$ cat config.mk
export PLATFORM = sky130hd
export DESIGN_NAME = acr_control
export DESIGN_NICKNAME = d
export VERILOG_FILES = /design/src/inc/acr_pkg.sv /design/src/logic/acr_control.sv
export SDC_FILE = /design/constraint.sdc
export NUM_CORES = 1
export LEC_CHECK = 0
export BUFFER_PORTS_ARGS = -buffer_cell sky130_fd_sc_hd__clkbuf_2
export CORE_ASPECT_RATIO = 0.7
export CORE_MARGIN = 3
export CORE_UTILIZATION = 60
export CTS_BUF_LIST = sky130_fd_sc_hd__clkbuf_4
export DETAILED_ROUTE_END_ITERATION = 10
export PLACE_DENSITY = 0.77
export SLEW_MARGIN = 0
export SYNTH_ARGS = -nofsm -noshare
export SYNTH_HDL_FRONTEND = slang
export SYNTH_SLANG_ARGS = --single-unit
$ cat constraint.sdc
create_clock -name clk -period 4.3 [get_ports clk]
set_clock_uncertainty 0.05 [all_clocks]
set_input_delay 0.86 -clock clk [delete_from_list [all_inputs] [get_ports clk]]
set_output_delay 0.86 -clock clk [all_outputs]
set_load 0.02 [all_outputs]
$ cat src/inc/acr_pkg.sv
// acr_pkg: constants and carrier types for the converter control and result registers
// assumes one system clock domain and a same-clock analog front end
package acr_pkg;

	// ----------------------------------------------------------------
	// register map (index on the register port)
	// ----------------------------------------------------------------
	localparam logic [1:0] ACR_OFF_INPUT_SELECT = 2'h0;
	localparam logic [1:0] ACR_OFF_CONTROL_STATUS_A = 2'h1;
	localparam logic [1:0] ACR_OFF_RESULT_LOW = 2'h2;
	localparam logic [1:0] ACR_OFF_RESULT_HIGH = 2'h3;

	// ----------------------------------------------------------------
	// field positions
	// ----------------------------------------------------------------
	localparam int ACR_BIT_REFERENCE_SELECT = 6;
	localparam int ACR_BIT_LEFT_ALIGN = 5;
	localparam int ACR_BIT_ENABLE = 7;
	localparam int ACR_BIT_START = 6;
	localparam int ACR_BIT_AUTO_TRIGGER = 5;
	localparam int ACR_BIT_DONE_FLAG = 4;
	localparam int ACR_BIT_IRQ_ENABLE = 3;

	// ----------------------------------------------------------------
	// reset values and timing
	// ----------------------------------------------------------------
	localparam logic [7:0] ACR_RESET_BYTE = 8'h00;
	localparam logic [9:0] ACR_RESET_RESULT = 10'h000;
	localparam logic [9:0] ACR_SAR_FIRST_TRIAL = 10'h200;
	localparam logic [6:0] ACR_RESET_PRESCALE = 7'h00;
	localparam logic [4:0] ACR_FIRST_CYCLES = 5'd25;
	localparam logic [4:0] ACR_NORMAL_CYCLES = 5'd13;
	localparam logic [4:0] ACR_FIRST_SAMPLE_CYCLE = 5'd13;
	localparam logic [4:0] ACR_NORMAL_SAMPLE_CYCLE = 5'd1;
	localparam logic [3:0] ACR_RESULT_MSB = 4'd9;

	// ----------------------------------------------------------------
	// types
	// ----------------------------------------------------------------
	typedef enum logic [1:0] {
		ACR_IDLE = 2'b00,
		ACR_WAIT_EDGE = 2'b01,
		ACR_CONVERT = 2'b10
	} acr_state_t;

	typedef struct packed {
		logic [1:0] addr;
		logic [7:0] wdata;
		logic wr;
		logic rd;
	} acr_bus_req_t;

	typedef struct packed {
		logic conv_clk;
		logic sample_hold;
		logic reference_select;
		logic [1:0] channel_select;
		logic [9:0] dac_code;
	} acr_front_t;

endpackage : acr_pkg

$ cat src/logic/acr_control.sv
// acr_control: control, prescaler, successive approximation sequencing and result registers
// assumes the analog front end runs on clk and answers dac_code through cmp_above
`timescale 1ns/1ps
module acr_control
	import acr_pkg::*;
(
	input wire logic clk,
	input wire logic rst_n,
	input wire acr_bus_req_t bus_req,
	output logic [7:0] rd_data,
	input wire logic global_irq_enable,
	input wire logic irq_vector_taken,
	input wire logic trigger_in,
	input wire logic free_run_mode,
	input wire logic cmp_above,
	output acr_front_t front,
	output logic irq
);

	// ----------------------------------------------------------------
	// helpers
	// ----------------------------------------------------------------
	function automatic logic [6:0] div_mask(input logic [2:0] sel);
		case (sel)
			3'd0, 3'd1: div_mask = 7'h01;
			3'd2: div_mask = 7'h03;
			3'd3: div_mask = 7'h07;
			3'd4: div_mask = 7'h0f;
			3'd5: div_mask = 7'h1f;
			3'd6: div_mask = 7'h3f;
			default: div_mask = 7'h7f;
		endcase
	endfunction : div_mask

	function automatic logic [15:0] present(input logic [9:0] res, input logic left);
		if (left) begin
			present = {res, 6'h00};
		end else begin
			present = {6'h00, res};
		end
	endfunction : present

	// ----------------------------------------------------------------
	// registers
	// ----------------------------------------------------------------
	logic reference_select_reg;
	logic left_align_reg;
	logic [1:0] channel_select_reg;
	logic converter_enable_reg;
	logic auto_trigger_enable_reg;
	logic conversion_done_flag_reg;
	logic conversion_irq_enable_reg;
	logic [2:0] clock_divider_select_reg;
	logic [9:0] result_reg;
	logic read_lock_reg;
	logic [6:0] prescale_reg;
	logic trigger_prev_reg;
	logic first_pending_reg;
	acr_state_t state_reg;
	logic [4:0] cycle_reg;
	logic [4:0] length_reg;
	logic [4:0] sample_cycle_reg;
	logic [9:0] sar_reg;
	logic [3:0] bit_idx_reg;
	logic active_reference_reg;
	logic [1:0] active_channel_reg;
	logic [7:0] rd_data_reg;
	acr_front_t front_reg;
	logic irq_reg;

	logic wr_input_select;
	logic wr_control;
	logic start_written;
	logic trigger_edge;
	logic prescale_tick;
	logic conv_last;
	logic conv_done;
	logic start_request;
	logic trigger_accept;
	logic rd_result_low;
	logic rd_result_high;
	logic [15:0] presented;

	assign wr_input_select = bus_req.wr && (bus_req.addr == ACR_OFF_INPUT_SELECT);
	assign wr_control = bus_req.wr && (bus_req.addr == ACR_OFF_CONTROL_STATUS_A);
	assign start_written = wr_control && bus_req.wdata[ACR_BIT_START]
		&& bus_req.wdata[ACR_BIT_ENABLE];
	assign trigger_edge = converter_enable_reg && auto_trigger_enable_reg && !free_run_mode
		&& trigger_in && !trigger_prev_reg;
	assign prescale_tick = converter_enable_reg
		&& ((prescale_reg & div_mask(clock_divider_select_reg))
		== div_mask(clock_divider_select_reg));
	assign conv_last = (state_reg == ACR_CONVERT) && (cycle_reg == length_reg - 5'd1);
	assign conv_done = conv_last && prescale_tick;
	assign start_request = start_written || trigger_edge;
	assign presented = present(result_reg, left_align_reg);

	// a trigger ignored while busy must not shift the converter clock phase
	assign trigger_accept = trigger_edge && (state_reg == ACR_IDLE);
	assign rd_result_low = bus_req.rd && (bus_req.addr == ACR_OFF_RESULT_LOW);
	assign rd_result_high = bus_req.rd && (bus_req.addr == ACR_OFF_RESULT_HIGH);

	// ----------------------------------------------------------------
	// input select register
	// ----------------------------------------------------------------
	always_ff @(posedge clk) begin
		if (!rst_n) begin
			reference_select_reg <= 1'b0;
			left_align_reg <= 1'b0;
			channel_select_reg <= 2'b00;
		end else if (wr_input_select) begin
			reference_select_reg <= bus_req.wdata[ACR_BIT_REFERENCE_SELECT];
			left_align_reg <= bus_req.wdata[ACR_BIT_LEFT_ALIGN];
			channel_select_reg <= bus_req.wdata[1:0];
		end
	end

	// selection reaches the front end except while a conversion holds it
	always_ff @(posedge clk) begin
		if (!rst_n) begin
			active_reference_reg <= 1'b0;
			active_channel_reg <= 2'b00;
		end else if (state_reg != ACR_CONVERT || conv_last) begin
			active_reference_reg <= reference_select_reg;
			active_channel_reg <= channel_select_reg;
		end
	end

	// ----------------------------------------------------------------
	// control and status register a
	// ----------------------------------------------------------------
	always_ff @(posedge clk) begin
		if (!rst_n) begin
			converter_enable_reg <= 1'b0;
			auto_trigger_enable_reg <= 1'b0;
			conversion_irq_enable_reg <= 1'b0;
			clock_divider_select_reg <= 3'b000;
		end else if (wr_control) begin
			converter_enable_reg <= bus_req.wdata[ACR_BIT_ENABLE];
			auto_trigger_enable_reg <= bus_req.wdata[ACR_BIT_AUTO_TRIGGER];
			conversion_irq_enable_reg <= bus_req.wdata[ACR_BIT_IRQ_ENABLE];
			clock_divider_select_reg <= bus_req.wdata[2:0];
		end
	end

	// set wins over either clear
	always_ff @(posedge clk) begin
		if (!rst_n) begin
			conversion_done_flag_reg <= 1'b0;
		end else if (conv_done) begin
			conversion_done_flag_reg <= 1'b1;
		end else if (irq_vector_taken
			|| (wr_control && bus_req.wdata[ACR_BIT_DONE_FLAG])) begin
			conversion_done_flag_reg <= 1'b0;
		end
	end

	always_ff @(posedge clk) begin
		if (!rst_n) begin
			irq_reg <= 1'b0;
		end else begin
			irq_reg <= conversion_done_flag_reg && conversion_irq_enable_reg
				&& global_irq_enable;
		end
	end

	// ----------------------------------------------------------------
	// prescaler and trigger edge
	// ----------------------------------------------------------------
	// counter restarts on enable and on an accepted trigger
	always_ff @(posedge clk) begin
		if (!rst_n) begin
			prescale_reg <= ACR_RESET_PRESCALE;
		end else if (!converter_enable_reg || trigger_accept) begin
			prescale_reg <= ACR_RESET_PRESCALE;
		end else begin
			prescale_reg <= prescale_reg + 7'd1;
		end
	end

	always_ff @(posedge clk) begin
		if (!rst_n) begin
			trigger_prev_reg <= 1'b0;
		end else begin
			trigger_prev_reg <= trigger_in;
		end
	end

	// first conversion after enabling needs initialisation
	always_ff @(posedge clk) begin
		if (!rst_n) begin
			first_pending_reg <= 1'b1;
		end else if (!converter_enable_reg) begin
			first_pending_reg <= 1'b1;
		end else if (state_reg == ACR_WAIT_EDGE && prescale_tick) begin
			first_pending_reg <= 1'b0;
		end
	end

	// ----------------------------------------------------------------
	// conversion sequencer
	// ----------------------------------------------------------------
	always_ff @(posedge clk) begin
		if (!rst_n) begin
			state_reg <= ACR_IDLE;
			cycle_reg <= 5'd0;
			length_reg <= ACR_NORMAL_CYCLES;
			sample_cycle_reg <= ACR_NORMAL_SAMPLE_CYCLE;
		end else if (!converter_enable_reg && !start_written) begin
			state_reg <= ACR_IDLE;
			cycle_reg <= 5'd0;
		end else begin
			case (state_reg)
				ACR_IDLE: begin
					if (start_request) begin
						state_reg <= ACR_WAIT_EDGE;
					end
				end
				ACR_WAIT_EDGE: begin
					if (prescale_tick) begin
						state_reg <= ACR_CONVERT;
						cycle_reg <= 5'd1;
						length_reg <= first_pending_reg ? ACR_FIRST_CYCLES
							: ACR_NORMAL_CYCLES;
						sample_cycle_reg <= first_pending_reg ? ACR_FIRST_SAMPLE_CYCLE
							: ACR_NORMAL_SAMPLE_CYCLE;
					end
				end
				ACR_CONVERT: begin
					if (conv_done) begin
						cycle_reg <= 5'd0;
						if (auto_trigger_enable_reg && free_run_mode) begin
							state_reg <= ACR_WAIT_EDGE;
						end else begin
							state_reg <= ACR_IDLE;
						end
					end else if (prescale_tick) begin
						cycle_reg <= cycle_reg + 5'd1;
					end
				end
				default: begin
					state_reg <= ACR_IDLE;
				end
			endcase
		end
	end

	// successive approximation: one bit decided per converter clock after sampling
	always_ff @(posedge clk) begin
		if (!rst_n) begin
			sar_reg <= ACR_RESET_RESULT;
			bit_idx_reg <= ACR_RESULT_MSB;
		end else if (state_reg == ACR_CONVERT && prescale_tick) begin
			if (cycle_reg == sample_cycle_reg) begin
				sar_reg <= ACR_SAR_FIRST_TRIAL;
				bit_idx_reg <= ACR_RESULT_MSB;
			end else if (cycle_reg > sample_cycle_reg
				&& cycle_reg <= sample_cycle_reg + 5'd10) begin
				sar_reg[bit_idx_reg] <= cmp_above;
				if (bit_idx_reg != 4'd0) begin
					sar_reg[bit_idx_reg - 4'd1] <= 1'b1;
					bit_idx_reg <= bit_idx_reg - 4'd1;
				end
			end
		end
	end

	// ----------------------------------------------------------------
	// result registers and read lock
	// ----------------------------------------------------------------
	always_ff @(posedge clk) begin
		if (!rst_n) begin
			result_reg <= ACR_RESET_RESULT;
		end else if (conv_done && !read_lock_reg) begin
			result_reg <= sar_reg;
		end
	end

	// low byte read freezes both bytes until the high byte is read
	always_ff @(posedge clk) begin
		if (!rst_n) begin
			read_lock_reg <= 1'b0;
		end else if (rd_result_low) begin
			read_lock_reg <= 1'b1;
		end else if (rd_result_high) begin
			read_lock_reg <= 1'b0;
		end
	end

	// ----------------------------------------------------------------
	// read port
	// ----------------------------------------------------------------
	always_ff @(posedge clk) begin
		if (!rst_n) begin
			rd_data_reg <= ACR_RESET_BYTE;
		end else if (bus_req.rd) begin
			case (bus_req.addr)
				ACR_OFF_INPUT_SELECT: begin
					rd_data_reg <= {1'b0, reference_select_reg, left_align_reg,
						3'b000, channel_select_reg};
				end
				ACR_OFF_CONTROL_STATUS_A: begin
					rd_data_reg <= {converter_enable_reg,
						(state_reg != ACR_IDLE),
						auto_trigger_enable_reg, conversion_done_flag_reg,
						conversion_irq_enable_reg, clock_divider_select_reg};
				end
				ACR_OFF_RESULT_LOW: begin
					rd_data_reg <= presented[7:0];
				end
				ACR_OFF_RESULT_HIGH: begin
					rd_data_reg <= presented[15:8];
				end
				default: begin
					rd_data_reg <= ACR_RESET_BYTE;
				end
			endcase
		end else begin
			rd_data_reg <= ACR_RESET_BYTE;
		end
	end

	// ----------------------------------------------------------------
	// front end drive
	// ----------------------------------------------------------------
	always_ff @(posedge clk) begin
		if (!rst_n) begin
			front_reg <= '0;
		end else begin
			front_reg.conv_clk <= converter_enable_reg
				&& ((prescale_reg & div_mask(clock_divider_select_reg))
				> (div_mask(clock_divider_select_reg) >> 1));
			front_reg.sample_hold <= (state_reg == ACR_CONVERT)
				&& (cycle_reg <= sample_cycle_reg);
			front_reg.reference_select <= active_reference_reg;
			front_reg.channel_select <= active_channel_reg;
			front_reg.dac_code <= sar_reg;
		end
	end

	assign rd_data = rd_data_reg;
	assign front = front_reg;
	assign irq = irq_reg;

endmodule : acr_control

==> qor.txt <==
status = finished clean
internal reg-to-reg setup slack = 1.65 ns
port bufs = 42
Clock transition at path regs = 0.13 ns
hold crit path type = flip-flop to flip-flop
met2 GRT Util = 0.380
Post-synth EDFFs = 0
core footprint = 6340 um^2
mean post-synth cell area = 8.65 um^2
cell mode on critical path = o21ai_1
synth-to-layout area growth = 10.1%
Syn Std Cell Area = 4010 um^2
fmax = 377 MHz
wire per inst = 15.0 um
first drt pass iteration count = 5
Worst R2R End = bit_idx_reg[1]$_SDFFE_PN0P_
flops & latches, synth = 81
aggregate global routing overflow = 0
post-CTS sizing = 0
Final nets = 529
clock buffer depth = 2
Final Hold Vio Count = 0
async set-or-reset flop fraction in the synthesized netlist = 0
hold buffers post-CTS = 0
Setup TNS Final = 0 ns
clk sink count = 81
# IOs = 43
power per cell area = 315 nW/um^2
CTS H-tree lvls = 3
Relative slew margins = 0.361
DR vias = 3368
overall die area = 7710 um^2
# rows = 24
largest net degree at the start of global routing = 32
Worst setup endpoint = bit_idx_reg[1]$_SDFFE_PN0P_
Clock Tree Root = clkbuf_4
CP Max Fanout = 19
final hold slack = 0.424 ns
Syn Inst Count = 463
CP startpoint = sample_cycle_reg[2]$_SDFFE_PN0P_
layout cells sized above 1 = 0.153
CP peak stage delay = 0.49 ns
WL final = 8780 um
Netlist cell types = 63
fin. max-slew vios = 0
syn nets = 500
cell taking the most area after synthesis = dfxtp_1
met3 GRT Util = 0.0624
critical path arrival = 2.94 ns
vias in the first global route = 2974
GRT Util Overall = 0.235
Initial Util = 0.632
most common cell in the netlist = dfxtp_1
TritonCTS Buffers = 9
busiest grt layer = met2
Final GP Congestion = 0.914
main area contributors after synthesis = dfxtp_1, mux2i_1, ha_1
first-pass GRT wire length = 14400 um
Setup CP Type = flip-flop to flip-flop
number of setup buffers added after CTS = 0
Worst-Margin Slew = 0.958 ns
r2r worst-path depth = 8
clk_lat worst skew = 0.44 ns
initial antenna violation count = 0
routed vias/inst = 5.74
post-DP HPWL = 6410 um
Leak = 0.00187 uW
most frequent cells after synthesis = dfxtp_1, nor2_1, nand2_1
DRT iter0 DRCs = 179
Synthesis Warnings = 0
post-synthesis sequential area ratio = 0.405
area fraction of the dominant cell type after synthesis = 0.405
number of max-cap violations = 0
CTS tree = built
post-route ant nets = 0
Worst Path Required = 4.59 ns
ant diodes = 0
startpoint types = flip-flop
Die X = 104 um
kind of end point of the critical path = flip-flop
RR Startpoint = sample_cycle_reg[2]$_SDFFE_PN0P_
grt met1 use = 0.316
Tmin final = 2.65 ns
Final period util = 0.617
Die Y = 74.4 um
unrepaired setup endpoints after global routing = no
worst vdd ir = 0.180 mV
critical path's slowest cell = a21oi_4
ys flop type = dfxtp_1
worst path cell trace = inv_1 -> ha_1 -> and4b_1 -> a2111oi_2 -> o21ai_1 -> a21oi_4 -> o21ai_1 -> a32o_1
Largest register FFs = 15
DRC = 0
Setup Viol. Count Final = 0
Layout fillers = 529
per-stage QoR:
stage	setup WS (ns)	utilization	cell area (um^2)	cells	power, uW
after floorplan	2.08	-	4010	463	820
after global placement	1.53	0.667	4230	572	840
after detailed placement	1.50	0.667	4230	572	841
after CTS	1.67	0.696	4410	587	1400
after global routing	1.44	0.696	4410	587	1440
final	1.65	0.696	4410	587	1390
cell families (layout without fill, tap and decap cells):
| group | after synthesis | after routing | share of synthesized area |
|---|---|---|---|
| muxes | 33 | 33 | 0.0843 |
| buffers and inverters | 46 | 79 | 0.0475 |
| adders and majority gates | 18 | 18 | 0.0562 |
| and+or+nand+nor | 180 | 180 | 0.229 |
| DFF | 81 | 81 | 0.405 |
| xor gates and xnor gates | 7 | 7 | 0.0153 |
| AOI/OAI and AO/OA | 98 | 98 | 0.163 |
final cells by class:
type                       instances  area [um^2]  area share
clock inverter                     6          115      0.0261
inverter                          21         78.8      0.0179
multi-input combinational        336         2190       0.498
clock buffer                       9         67.6      0.0153
timing repair buffer              43          218      0.0494
sequential                        81         1620       0.368
tap                               91          114      0.0258
power breakdown:
group	internal, uW	total (uW)	switching (uW)	leakage [uW]
Clock	294	565	271	0.0000926
Combinational	21.8	61.7	39.9	0.00112
Sequential	757	764	6.99	0.000654
worst max-delay path: cells and delay by family (launching register included):
| kind | cells | cell delay (ns) |
|---|---|---|
| buf+inv | 1 | 0.09 |
| simple gates | 1 | 0.22 |
| compound gates | 5 | 1.43 |
| flops | 1 | 0.39 |
| fa+ha+maj | 1 | 0.36 |
worst min-delay path by stage:
stage | to | start | slack (ns) | depth (start not counted)
4_1_cts | front[12]$_SDFF_PN0_ | active_reference_reg$_SDFFE_PN0P_ | 0.43 | 1
2_1_floorplan | irq$_SDFF_PN0_ | conversion_irq_enable_reg$_SDFFE_PN0P_ | 0.37 | 2
3_5_place_dp | front[11]$_SDFF_PN0_ | active_channel_reg[1]$_SDFFE_PN0P_ | 0.40 | 1
6_report | front[12]$_SDFF_PN0_ | active_reference_reg$_SDFFE_PN0P_ | 0.42 | 1
3_3_place_gp | irq$_SDFF_PN0_ | conversion_irq_enable_reg$_SDFFE_PN0P_ | 0.39 | 2
5_1_grt | front[12]$_SDFF_PN0_ | active_reference_reg$_SDFFE_PN0P_ | 0.44 | 1
per-layer routing:
metal	vias up	wire length, um
met3	9	526
met4	0	73
li1	1686	-
met2	105	3920
met5	-	0
met1	1568	4260
cell usage in the layout (no fill, tap or decap), types with 4 or more instances in the layout:
cell and n:
a211oi_1 6, a21oi_1 28, a22oi_1 5, and2_1 14, clkbuf_2 42, clkbuf_4 9
dfxtp_1 81, ha_1 18, inv_1 21, mux2_2 6, mux2i_1 27, nand2_1 42
nand2b_1 7, nand3_1 20, nand3b_1 4, nand4_1 4, nor2_1 50, nor2b_1 11
nor3_1 4, o21ai_0 23, o21ai_1 4, or2_2 4, xnor2_1 4
(Power assumes the default switching activity.)
